===== src/common/semp_pkg.sv =====
package semp_pkg;

    // ------------------------------------------------------------
    // Widths and clock
    // ------------------------------------------------------------
    localparam int ADDR_W = 25;
    localparam int DATA_W = 16;
    localparam int GPIO_W = 4;
    localparam int CNT_W = 5;
    localparam int CLK_NS = 8;
    localparam int SYNC_CYC = 2;

    // ------------------------------------------------------------
    // Memory timing in ns and derived cycle counts (rounded up)
    // ------------------------------------------------------------
    localparam int T_RC_NS = 130;
    localparam int T_CSOE_NS = 45;
    localparam int T_POE_NS = 78;
    localparam int T_CSWE_NS = 40;
    localparam int T_WP16_NS = 104;
    localparam int T_DH16_NS = 10;
    localparam int T_OELB_NS = 20;
    localparam int T_ORB_NS = 26;
    localparam int T_ACH_NS = 45;
    localparam int T_WP8_NS = 20;
    localparam int T_DH8_NS = 20;
    localparam int T_AS_NS = 8;

    localparam int RC_CYC = (T_RC_NS + CLK_NS - 1) / CLK_NS;
    localparam int CSOE_CYC = (T_CSOE_NS + CLK_NS - 1) / CLK_NS;
    localparam int POE_CYC = (T_POE_NS + CLK_NS - 1) / CLK_NS + SYNC_CYC;
    localparam int CSWE_CYC = (T_CSWE_NS + CLK_NS - 1) / CLK_NS;
    localparam int WP16_CYC = (T_WP16_NS + CLK_NS - 1) / CLK_NS;
    localparam int DH16_CYC = (T_DH16_NS + CLK_NS - 1) / CLK_NS;
    localparam int OELB_RAW = (T_OELB_NS + CLK_NS - 1) / CLK_NS + SYNC_CYC;
    localparam int ORB_RAW = (T_ORB_NS + CLK_NS - 1) / CLK_NS;
    localparam int OELB_CYC = (OELB_RAW > ORB_RAW) ? OELB_RAW : ORB_RAW;
    localparam int ACH_CYC = (T_ACH_NS + CLK_NS - 1) / CLK_NS + SYNC_CYC;
    localparam int WP8_CYC = (T_WP8_NS + CLK_NS - 1) / CLK_NS;
    localparam int DH8_CYC = (T_DH8_NS + CLK_NS - 1) / CLK_NS;
    localparam int AS_CYC = (T_AS_NS + CLK_NS - 1) / CLK_NS;

    // ------------------------------------------------------------
    // Reset values and startup
    // ------------------------------------------------------------
    localparam logic [ADDR_W-1:0] ADDR_RST = 25'h0000000;
    localparam logic [DATA_W-1:0] DATA_RST = 16'h0000;
    localparam int RUN_DELAY_DEF = 16;

    // ------------------------------------------------------------
    // Types
    // ------------------------------------------------------------
    typedef enum logic [2:0]
    {
        ST_IDLE = 3'b000,
        ST_SETUP = 3'b001,
        ST_STROBE_LO = 3'b010,
        ST_BYTE_GAP = 3'b011,
        ST_STROBE_HI = 3'b100,
        ST_HOLD = 3'b101,
        ST_RECOVER = 3'b110
    } semp_state_e;

    typedef struct packed
    {
        logic write;
        logic to_ram;
        logic [ADDR_W-1:0] addr;
        logic [DATA_W-1:0] wdata;
    } semp_req_s;

    typedef struct packed
    {
        logic [ADDR_W-1:0] mem_addr;
        logic rom_select_n;
        logic ram_select_n;
        logic mem_read_enable_n;
        logic ram_write_n;
        logic ram_byte_select;
        logic [DATA_W-1:0] mem_data_out;
        logic mem_data_oe;
    } semp_pins_s;

endpackage


===== src/hdl/semp_port.sv =====
`timescale 1ns/1ns
module semp_port #(
    parameter int RUN_DELAY = semp_pkg::RUN_DELAY_DEF
) (
    input wire logic mclk,
    input wire logic reset_n,
    input wire logic clk_en,
    input wire logic pll_lock,
    input wire logic power_down_n,
    input wire logic ram_8bit,
    input wire logic req_valid,
    output logic req_ready,
    input wire semp_pkg::semp_req_s req,
    output logic rsp_valid,
    output logic [semp_pkg::DATA_W-1:0] rsp_rdata,
    input wire logic [semp_pkg::DATA_W-1:0] mem_data_in,
    output semp_pkg::semp_pins_s pins,
    output logic pins_oe,
    output logic osc_enable,
    output logic run,
    input wire logic [semp_pkg::GPIO_W-1:0] gpio_in,
    input wire logic [semp_pkg::GPIO_W-1:0] gpio_drive,
    input wire logic [semp_pkg::GPIO_W-1:0] gpio_dir,
    input wire logic audio_alt_en,
    output logic [semp_pkg::GPIO_W-1:0] gpio_out,
    output logic [semp_pkg::GPIO_W-1:0] gpio_oe,
    output logic [semp_pkg::GPIO_W-1:0] gpio_level,
    output logic [semp_pkg::GPIO_W-2:0] audio_in
);

    // ------------------------------------------------------------
    // Elaboration checks
    // ------------------------------------------------------------
    // Startup counter is 16 bits wide
    if (RUN_DELAY < 1 || RUN_DELAY > 65535)
    begin : g_bad_delay
        $error("RUN_DELAY out of range");
    end

    // ------------------------------------------------------------
    // Pin synchronisers
    // ------------------------------------------------------------
    localparam int SYNC_W = semp_pkg::DATA_W + semp_pkg::GPIO_W + 2;
    logic [SYNC_W-1:0] sync_out;
    logic [semp_pkg::DATA_W-1:0] data_sync;
    logic [semp_pkg::GPIO_W-1:0] gpio_sync;
    logic pdn_sync;
    logic lock_sync;

    semp_sync #(.WIDTH(SYNC_W)) u_sync (
        .mclk(mclk),
        .reset_n(reset_n),
        .clk_en(clk_en),
        .async_in({mem_data_in, gpio_in, ~power_down_n, pll_lock}),
        .sync_out(sync_out)
    );

    assign data_sync = sync_out[SYNC_W-1 -: semp_pkg::DATA_W];
    assign gpio_sync = sync_out[2 +: semp_pkg::GPIO_W];
    // Inverted so the synchroniser's reset level reads as not powered down
    assign pdn_sync = ~sync_out[1];
    assign lock_sync = sync_out[0];

    // ------------------------------------------------------------
    // Power-down and run state
    // ------------------------------------------------------------
    logic pd_reg;
    logic run_reg;
    logic [15:0] run_cnt_reg;

    // Power-down latches until reset, even if the pin is released
    always_ff @(posedge mclk or negedge reset_n)
    begin
        if (!reset_n)
            pd_reg <= 1'b0;
        else if (clk_en && !pdn_sync)
            pd_reg <= 1'b1;
    end

    // Run rises once the PLL is locked and startup count elapsed
    always_ff @(posedge mclk or negedge reset_n)
    begin
        if (!reset_n)
        begin
            run_reg <= 1'b0;
            run_cnt_reg <= 16'h0000;
        end
        else if (clk_en)
        begin
            if (pd_reg || !lock_sync)
            begin
                run_reg <= 1'b0;
                run_cnt_reg <= 16'h0000;
            end
            else if (run_cnt_reg == 16'(RUN_DELAY - 1))
                run_reg <= 1'b1;
            else
                run_cnt_reg <= run_cnt_reg + 16'h0001;
        end
    end

    assign run = run_reg;
    assign osc_enable = !pd_reg;
    assign pins_oe = !pd_reg;

    // ------------------------------------------------------------
    // Memory cycle sequencer
    // ------------------------------------------------------------
    semp_pkg::semp_state_e state_reg;
    logic [semp_pkg::CNT_W-1:0] cnt_reg;
    logic write_reg;
    logic to_ram_reg;
    logic byte_mode_reg;
    logic [semp_pkg::DATA_W-1:0] wdata_reg;
    logic cnt_done;
    logic accept;

    assign cnt_done = (cnt_reg == '0);
    assign req_ready = (state_reg == semp_pkg::ST_IDLE) && run_reg && !pd_reg;
    assign accept = req_valid && req_ready && clk_en;

    logic in_cycle;
    logic strobe_phase;
    logic high_byte;
    logic cycle_end;
    semp_pkg::semp_pins_s pins_reg;

    // Phase decode shared by pins and response
    assign in_cycle = (state_reg != semp_pkg::ST_IDLE);
    assign strobe_phase = (state_reg == semp_pkg::ST_STROBE_LO) || (state_reg == semp_pkg::ST_STROBE_HI);
    assign high_byte = byte_mode_reg && ((state_reg == semp_pkg::ST_RECOVER)
        || (state_reg == semp_pkg::ST_STROBE_HI) || (state_reg == semp_pkg::ST_HOLD));
    assign cycle_end = cnt_done && ((state_reg == semp_pkg::ST_HOLD)
        || (state_reg == semp_pkg::ST_STROBE_HI && !write_reg));

    // Phase counts picked from the cycle kind; setup from the raw request, later phases from the latched kind
    function automatic logic [semp_pkg::CNT_W-1:0] phase_len(
        input semp_pkg::semp_state_e st,
        input logic wr,
        input logic bytes
    );
        int n;
        n = 1;
        case (st)
            semp_pkg::ST_SETUP: n = wr ? semp_pkg::CSWE_CYC : semp_pkg::CSOE_CYC;
            semp_pkg::ST_STROBE_LO: n = wr ? (bytes ? semp_pkg::WP8_CYC : semp_pkg::WP16_CYC)
                                           : (bytes ? semp_pkg::OELB_CYC : semp_pkg::POE_CYC);
            semp_pkg::ST_BYTE_GAP: n = semp_pkg::DH8_CYC;
            semp_pkg::ST_STROBE_HI: n = wr ? semp_pkg::WP8_CYC : semp_pkg::ACH_CYC;
            semp_pkg::ST_HOLD: n = wr ? semp_pkg::DH16_CYC : 1;
            default: n = 1;
        endcase
        return semp_pkg::CNT_W'(n - 1);
    endfunction

    // State and phase counter
    always_ff @(posedge mclk or negedge reset_n)
    begin
        if (!reset_n)
        begin
            state_reg <= semp_pkg::ST_IDLE;
            cnt_reg <= '0;
        end
        else if (clk_en)
        begin
            if (pd_reg)
                state_reg <= semp_pkg::ST_IDLE;
            else
            begin
                if (!cnt_done)
                    cnt_reg <= cnt_reg - 1'b1;
                case (state_reg)
                    semp_pkg::ST_IDLE:
                        if (accept)
                        begin
                            state_reg <= semp_pkg::ST_SETUP;
                            cnt_reg <= phase_len(semp_pkg::ST_SETUP, req.write, 1'b0);
                        end
                    semp_pkg::ST_SETUP:
                        if (cnt_done)
                        begin
                            state_reg <= semp_pkg::ST_STROBE_LO;
                            cnt_reg <= phase_len(semp_pkg::ST_STROBE_LO, write_reg, byte_mode_reg);
                        end
                    semp_pkg::ST_STROBE_LO:
                        if (cnt_done && byte_mode_reg && write_reg)
                        begin
                            state_reg <= semp_pkg::ST_BYTE_GAP;
                            cnt_reg <= phase_len(semp_pkg::ST_BYTE_GAP, 1'b1, 1'b1);
                        end
                        else if (cnt_done && byte_mode_reg)
                        begin
                            state_reg <= semp_pkg::ST_STROBE_HI;
                            cnt_reg <= phase_len(semp_pkg::ST_STROBE_HI, 1'b0, 1'b1);
                        end
                        else if (cnt_done)
                        begin
                            state_reg <= semp_pkg::ST_HOLD;
                            cnt_reg <= phase_len(semp_pkg::ST_HOLD, write_reg, 1'b0);
                        end
                    semp_pkg::ST_BYTE_GAP:
                        if (cnt_done)
                        begin
                            // Byte select rises here, strobe waits the setup gap
                            state_reg <= semp_pkg::ST_RECOVER;
                            cnt_reg <= semp_pkg::CNT_W'(semp_pkg::AS_CYC - 1);
                        end
                    semp_pkg::ST_STROBE_HI:
                        if (cnt_done && write_reg)
                        begin
                            state_reg <= semp_pkg::ST_HOLD;
                            cnt_reg <= phase_len(semp_pkg::ST_HOLD, write_reg, 1'b1);
                        end
                        else if (cnt_done)
                            state_reg <= semp_pkg::ST_IDLE;
                    semp_pkg::ST_RECOVER:
                        // Byte select setup before the second write strobe
                        if (cnt_done)
                        begin
                            state_reg <= semp_pkg::ST_STROBE_HI;
                            cnt_reg <= phase_len(semp_pkg::ST_STROBE_HI, 1'b1, 1'b1);
                        end
                    default:
                        if (cnt_done)
                            state_reg <= semp_pkg::ST_IDLE;
                endcase
            end
        end
    end

    // Request latched at acceptance; ROM is never written
    always_ff @(posedge mclk or negedge reset_n)
    begin
        if (!reset_n)
        begin
            write_reg <= 1'b0;
            to_ram_reg <= 1'b0;
            byte_mode_reg <= 1'b0;
            wdata_reg <= semp_pkg::DATA_RST;
        end
        else if (accept)
        begin
            write_reg <= req.write && req.to_ram;
            to_ram_reg <= req.to_ram;
            byte_mode_reg <= req.to_ram && ram_8bit;
            wdata_reg <= req.wdata;
        end
    end

    // Registered pins: no strobe glitches, address moves only on a new request
    always_ff @(posedge mclk or negedge reset_n)
    begin
        if (!reset_n)
        begin
            pins_reg.mem_addr <= semp_pkg::ADDR_RST;
            pins_reg.rom_select_n <= 1'b1;
            pins_reg.ram_select_n <= 1'b1;
            pins_reg.mem_read_enable_n <= 1'b1;
            pins_reg.ram_write_n <= 1'b1;
            pins_reg.ram_byte_select <= 1'b0;
            pins_reg.mem_data_out <= semp_pkg::DATA_RST;
            pins_reg.mem_data_oe <= 1'b0;
        end
        else if (clk_en)
        begin
            if (accept)
                pins_reg.mem_addr <= req.addr;
            pins_reg.rom_select_n <= !(in_cycle && !to_ram_reg);
            pins_reg.ram_select_n <= !(in_cycle && to_ram_reg);
            pins_reg.mem_read_enable_n <= !(strobe_phase && !write_reg);
            pins_reg.ram_write_n <= !(strobe_phase && write_reg);
            pins_reg.ram_byte_select <= high_byte;
            pins_reg.mem_data_oe <= in_cycle && write_reg;
            if (in_cycle && write_reg)
                pins_reg.mem_data_out <= {wdata_reg[15:8], high_byte ? wdata_reg[15:8] : wdata_reg[7:0]};
        end
    end

    assign pins = pins_reg;

    // Read data taken at the end of each strobe; 8-bit RAM fills one byte at a time
    always_ff @(posedge mclk or negedge reset_n)
    begin
        if (!reset_n)
        begin
            rsp_valid <= 1'b0;
            rsp_rdata <= semp_pkg::DATA_RST;
        end
        else if (clk_en)
        begin
            rsp_valid <= cycle_end && !pd_reg;
            if (cnt_done && !write_reg && state_reg == semp_pkg::ST_STROBE_LO && byte_mode_reg)
                rsp_rdata[7:0] <= data_sync[7:0];
            else if (cnt_done && !write_reg && state_reg == semp_pkg::ST_STROBE_LO)
                rsp_rdata <= data_sync;
            else if (cnt_done && !write_reg && state_reg == semp_pkg::ST_STROBE_HI)
                rsp_rdata[15:8] <= data_sync[7:0];
        end
    end

    // General-purpose pins; audio inputs take over the upper three
    always_ff @(posedge mclk or negedge reset_n)
    begin
        if (!reset_n)
        begin
            gpio_out <= '0;
            gpio_oe <= '0;
            gpio_level <= '0;
            audio_in <= '0;
        end
        else if (clk_en)
        begin
            gpio_level <= gpio_sync;
            gpio_out <= gpio_drive;
            gpio_oe <= pd_reg ? '0 : gpio_dir & ~{{(semp_pkg::GPIO_W-1){audio_alt_en}}, 1'b0};
            audio_in <= audio_alt_en ? gpio_sync[semp_pkg::GPIO_W-1:1] : '0;
        end
    end

endmodule


===== src/hdl/semp_sync.sv =====
`timescale 1ns/1ns
// Two-stage synchroniser for pin inputs; first stage feeds only the second
module semp_sync #(
    parameter int WIDTH = 1
) (
    input wire logic mclk,
    input wire logic reset_n,
    input wire logic clk_en,
    input wire logic [WIDTH-1:0] async_in,
    output logic [WIDTH-1:0] sync_out
);

    logic [WIDTH-1:0] meta_reg;

    // Both stages freeze with the clock enable
    always_ff @(posedge mclk or negedge reset_n)
    begin
        if (!reset_n)
        begin
            meta_reg <= '0;
            sync_out <= '0;
        end
        else if (clk_en)
        begin
            meta_reg <= async_in;
            sync_out <= meta_reg;
        end
    end

endmodule


===== config.mk =====
export PLATFORM = sky130hd
export DESIGN_NAME = semp_port
export DESIGN_NICKNAME = d
export VERILOG_FILES = /design/src/common/semp_pkg.sv /design/src/hdl/semp_port.sv /design/src/hdl/semp_sync.sv
export SDC_FILE = /design/constraint.sdc
export NUM_CORES = 1
export LEC_CHECK = 0
export ABC_AREA = 1
export BUFFER_PORTS_ARGS = -buffer_cell sky130_fd_sc_hd__buf_4
export CAP_MARGIN = 15
export CORE_UTILIZATION = 45
export CTS_CLUSTER_SIZE = 8
export DETAILED_ROUTE_END_ITERATION = 7
export HOLD_SLACK_MARGIN = 0.05
export PLACE_DENSITY = 0.76
export SYNTH_ARGS = -nofsm -noshare
export SYNTH_HDL_FRONTEND = slang
export SYNTH_SLANG_ARGS = --single-unit

===== constraint.sdc =====
create_clock -name mclk -period 2.2 [get_ports mclk]
set_input_delay 0.22 -clock mclk [delete_from_list [all_inputs] [get_ports mclk]]
set_output_delay 0.22 -clock mclk [all_outputs]
set_load 0.02 [all_outputs]

==> results.sh <==
export IMPL_outcome="complete, no violations"
export IMPL_antennaDiodeCount=0
export IMPL_worstHoldStart="gpio_dir[1]"
export IMPL_worst_endpoint_arrival_ns=2.32
export IMPL_clock_sinks=168
export IMPL_grt_max_degree=50
export IMPL_clock_tree_buffer_depth=2
export IMPL_regToRegSetupSlack_ns=0.21
export IMPL_drt_iter0_drc=351
export IMPL_rsz_0062_raised_after_global_routing="false"
export IMPL_synthMuxAreaShare_pct=0
export IMPL_gp_routability_congestion=0.904
export IMPL_power_switching_share_pct=24.3
export IMPL_r2r_worst_path_cells=8
export IMPL_grt_overflow_total=0
export IMPL_route_vias_total=6606
export IMPL_global_route_wire_length_before_repair_mm=31.5
export IMPL_cp_data_required_time_ns=2.54
export IMPL_cap_violations=0
export IMPL_critical_path_n_buffers_inverters=2
export IMPL_yosys_area_share_xor_xnor_pct=1.30
export IMPL_final_antenna_net_count=0
export IMPL_final_max_tran_viols=0
export IMPL_yosysUniqueCellTypes=37
export IMPL_cts_inserted_buffers=17
export IMPL_power_leakage_nw=5.24
export IMPL_period_needed_ns=1.99
export IMPL_cts_resized_gates=0
export IMPL_timing_critical_path_cells="inv_1 -> ha_1 -> nand4_2 -> inv_1 -> o21ai_1 -> nor3_4 -> nor2_1 -> a21oi_1"
export IMPL_power_report_internal_total_mw=5.04
export IMPL_areaGrowthSynthToFinish_pct=38.1
export IMPL_antenna_found_initial=0
export IMPL_share_of_layout_cells_above_drive_strength_1_pct=21.0
export IMPL_actual_transition_at_the_worst_max_transition_pin_ns=0.573
export IMPL_core_mm2=0.0159
export IMPL_min_delay_path_depth=2
export IMPL_nets=1207
export IMPL_die_height_um=130
export IMPL_total_power_per_unit_cell_area_mw_per_mm2=652
export IMPL_critical_path_peak_fanout=16
export IMPL_critPathTopFamily="simple AND/OR/NAND/NOR gates"
export IMPL_final_instance_count_excl_fill=1351
export IMPL_timing_hold_worst_endpoint="gpio_oe[1]"
export IMPL_synth_yosys_seq_area_share_pct=56.9
export IMPL_max_freq_mhz=503
export IMPL_hold_path_class="primary input to flop"
export IMPL_synth_top_family_by_area="simple AND/OR/NAND/NOR gates"
export IMPL_postLayoutCoreUtil_pct=64.1
export IMPL_chipWidth_um=130
export IMPL_die_area_mm2=0.0169
export IMPL_route_final_wire_length_mm=19.6
export IMPL_initial_utilization_pct=46.4
export IMPL_synth_compound_area_share_pct=10.3
export IMPL_mappedNetlistArea_mm2=0.00739
export IMPL_postSynthRegisterBits=168
export IMPL_pwr_share_comb_pct=8.7
export IMPL_critical_path_max_stage_delay_ns=0.46
export IMPL_insertion_delay_to_the_later_sink_of_the_worst_skew_pair_ns=0.43
export IMPL_wl_per_cell_um=14.5
export IMPL_clockRootBuffer="clkbuf_16"
export IMPL_cts_htree_levels=4
export IMPL_slew_limit_headroom_pct=61.7
export IMPL_post_synth_cell_area_avg_um2=8.38
export IMPL_io_pins=162
export IMPL_vdd_ir_drop_max_mv=0.580
export IMPL_worst_setup_hold_path_clk_slew_ns=0.07
export IMPL_fp_row_count=46
export IMPL_viasPerCell=4.89
export IMPL_synthesized_area_fraction_occupied_by_adder_cells_pct=1.02
export IMPL_synthesis_instances=882
export IMPL_finalClockSkew_ns=0.0136
export IMPL_timing_critical_path_to_type="flop"
export IMPL_cts_tree="yes"
export IMPL_yosysWarnings=0
export IMPL_numPlacedInstances=1241
export IMPL_flip_flop_count_of_the_largest_register_all_copies_and_words_added=47
export IMPL_number_of_detailed_route_iterations_in_the_first_pass=5
export IMPL_drcViolationCount=0
export IMPL_grt_pass1_vias=6382
export IMPL_fin_tns_setup_ns=0
export IMPL_slowest_stage="nor3_4"
export IMPL_hold_viol_final=0
export IMPL_reg2reg_to="rsp_rdata[9]"
export IMPL_crit_top_cell="inv_1"
export IMPL_startpoint="cnt_reg[0]"
export IMPL_port_buffer_count=161
export IMPL_power_switching_mw=1.62
export IMPL_power_mw=6.66
export IMPL_p_clk_share_pct=42.4
export IMPL_report_final_setup_viol=0
export IMPL_detailedPlacementHpwl_mm=12.4
export IMPL_timing_final_crit_share_pct=90.3
export IMPL_timing_worst_setup_path_type="flop to flop"
export IMPL_p_seq_share_pct=48.9
export IMPL_postSynthNetCount=967
export IMPL_total_global_route_track_usage_pct=24.3
export IMPL_post_synth_and_or_nand_nor_area_fraction_pct=24.4
export IMPL_setup_worst_path_start_class="flop"
export IMPL_crit_reg2reg_launch="cnt_reg[0]"
==> metrics by stage <==
| stage | hold WS (ns) | worst slack, ns | instance area (um2) |
|---|---|---|---|
| after floorplan | -0.0756 | 0.426 | 7390 |
| after global placement | 0.160 | 0.314 | 8890 |
| final | 0.0934 | 0.213 | 10200 |
| after detailed placement | 0.167 | 0.210 | 8890 |
| after CTS | 0.0507 | 0.183 | 10200 |
| after global routing | 0.0705 | 0.00558 | 10200 |
==> worst reg2reg max path, cell delays in order, from the launching register on <==
cell and delay (ns):
dfrtp_1 0.39, inv_1 0.10, ha_1 0.26, nand4_2 0.23, inv_1 0.13, o21ai_1 0.11, nor3_4 0.46, nor2_1 0.08
a21oi_1 0.15
==> per-layer routing <==
| metal | global-route usage [%] | up-vias | part of all wire, % |
|---|---|---|---|
| li1 | - | 3277 | - |
| met1 | 31.2 | 3047 | 44 |
| met2 | 39.2 | 254 | 47 |
| met5 | 0 | - | 0 |
| met4 | 8.28 | 0 | 1.7 |
| met3 | 7.34 | 28 | 7.2 |
==> power groups by stage <==
stage / combinational, mW / sequential (mW) / clock [mW]
detailed placement: 0.471 / 3.31 / 0
global route: 0.645 / 3.27 / 3.00
floorplan: 0.160 / 3.34 / 0
finish: 0.579 / 3.26 / 2.82
CTS: 0.579 / 3.26 / 2.86
global placement: 0.463 / 3.31 / 0
==> worst max-delay path by stage <==
stage	depth (start not counted)	to
after floorplan	7	wdata_reg[3]
after global placement	8	rsp_rdata[15]
after detailed placement	6	rsp_rdata[6]
after CTS	6	rsp_rdata[6]
after global routing	8	rsp_rdata[15]
final	8	rsp_rdata[9]
==> cell families (layout without fill, tap and decap cells) <==
| family | Yosys count | count (layout) |
|---|---|---|
| and+or+nand+nor | 445 | 445 |
| adders and majority gates | 6 | 6 |
| xor gates and xnor gates | 11 | 11 |
| DFF | 168 | 168 |
| AOI/OAI and AO/OA | 139 | 139 |
| buffers and inverters | 113 | 366 |
==> synthesized netlist by cell type (all sizes together) <==
library cell  number  area share [%]
a21boi             1            0.10
a21oi             28             1.9
a22o               1            0.12
a2bb2oi            1            0.12
a31oi              1           0.085
a32o               4            0.54
a41oi              1            0.12
buf                9            0.71
clkbuf            25             1.3
clkinv             1           0.068
dfrtp            164              55
dfstp              4             1.4
ha                 6             1.0
inv               78             4.0
nand2            337              17
nand3             34             2.3
nand3b             1            0.10
nand4              8            0.76
nor2              55             3.2
nor3              10            0.83
o211ai             2            0.20
o21a               8            0.81
o21ai             91             6.2
o311ai             1            0.12
xnor2              1            0.12
xor2              10             1.2
==> repair_timing <==
item	4_1_cts	5_1_grt
setup endpoints to repair	0	4
hold endpoints to repair	106	0
buffers inserted	0	5
hold buffers	73	0
==> cells in the final DEF, fill, tap and decap left out, types with 4 or more instances in the layout <==
| master | instances |
|---|---|
| buf_4 | 178 |
| nand2_2 | 4 |
| dfstp_2 | 4 |
| ha_1 | 6 |
| o21ai_0 | 67 |
| a32o_1 | 4 |
| nand2_1 | 333 |
| xor2_1 | 10 |
| nor2_1 | 49 |
| nand4_1 | 7 |
| clkbuf_16 | 17 |
| dlygate4sd3_1 | 73 |
| o21a_1 | 8 |
| inv_1 | 71 |
| inv_2 | 7 |
| nor3_1 | 9 |
| o21ai_1 | 24 |
| nand3_1 | 34 |
| dfrtp_1 | 164 |
| a21oi_1 | 27 |
==> layout make-up <==
type | count | area (um2)
clock buffers | 21 | 470
fillers | 1261 | 5730
well taps | 216 | 270
flip-flops and latches | 168 | 4210
inverters | 79 | 298
repair buffers | 255 | 2140
clock inverters | 11 | 87.6
multi-input cells | 601 | 2740
(Power assumes the default switching activity.)
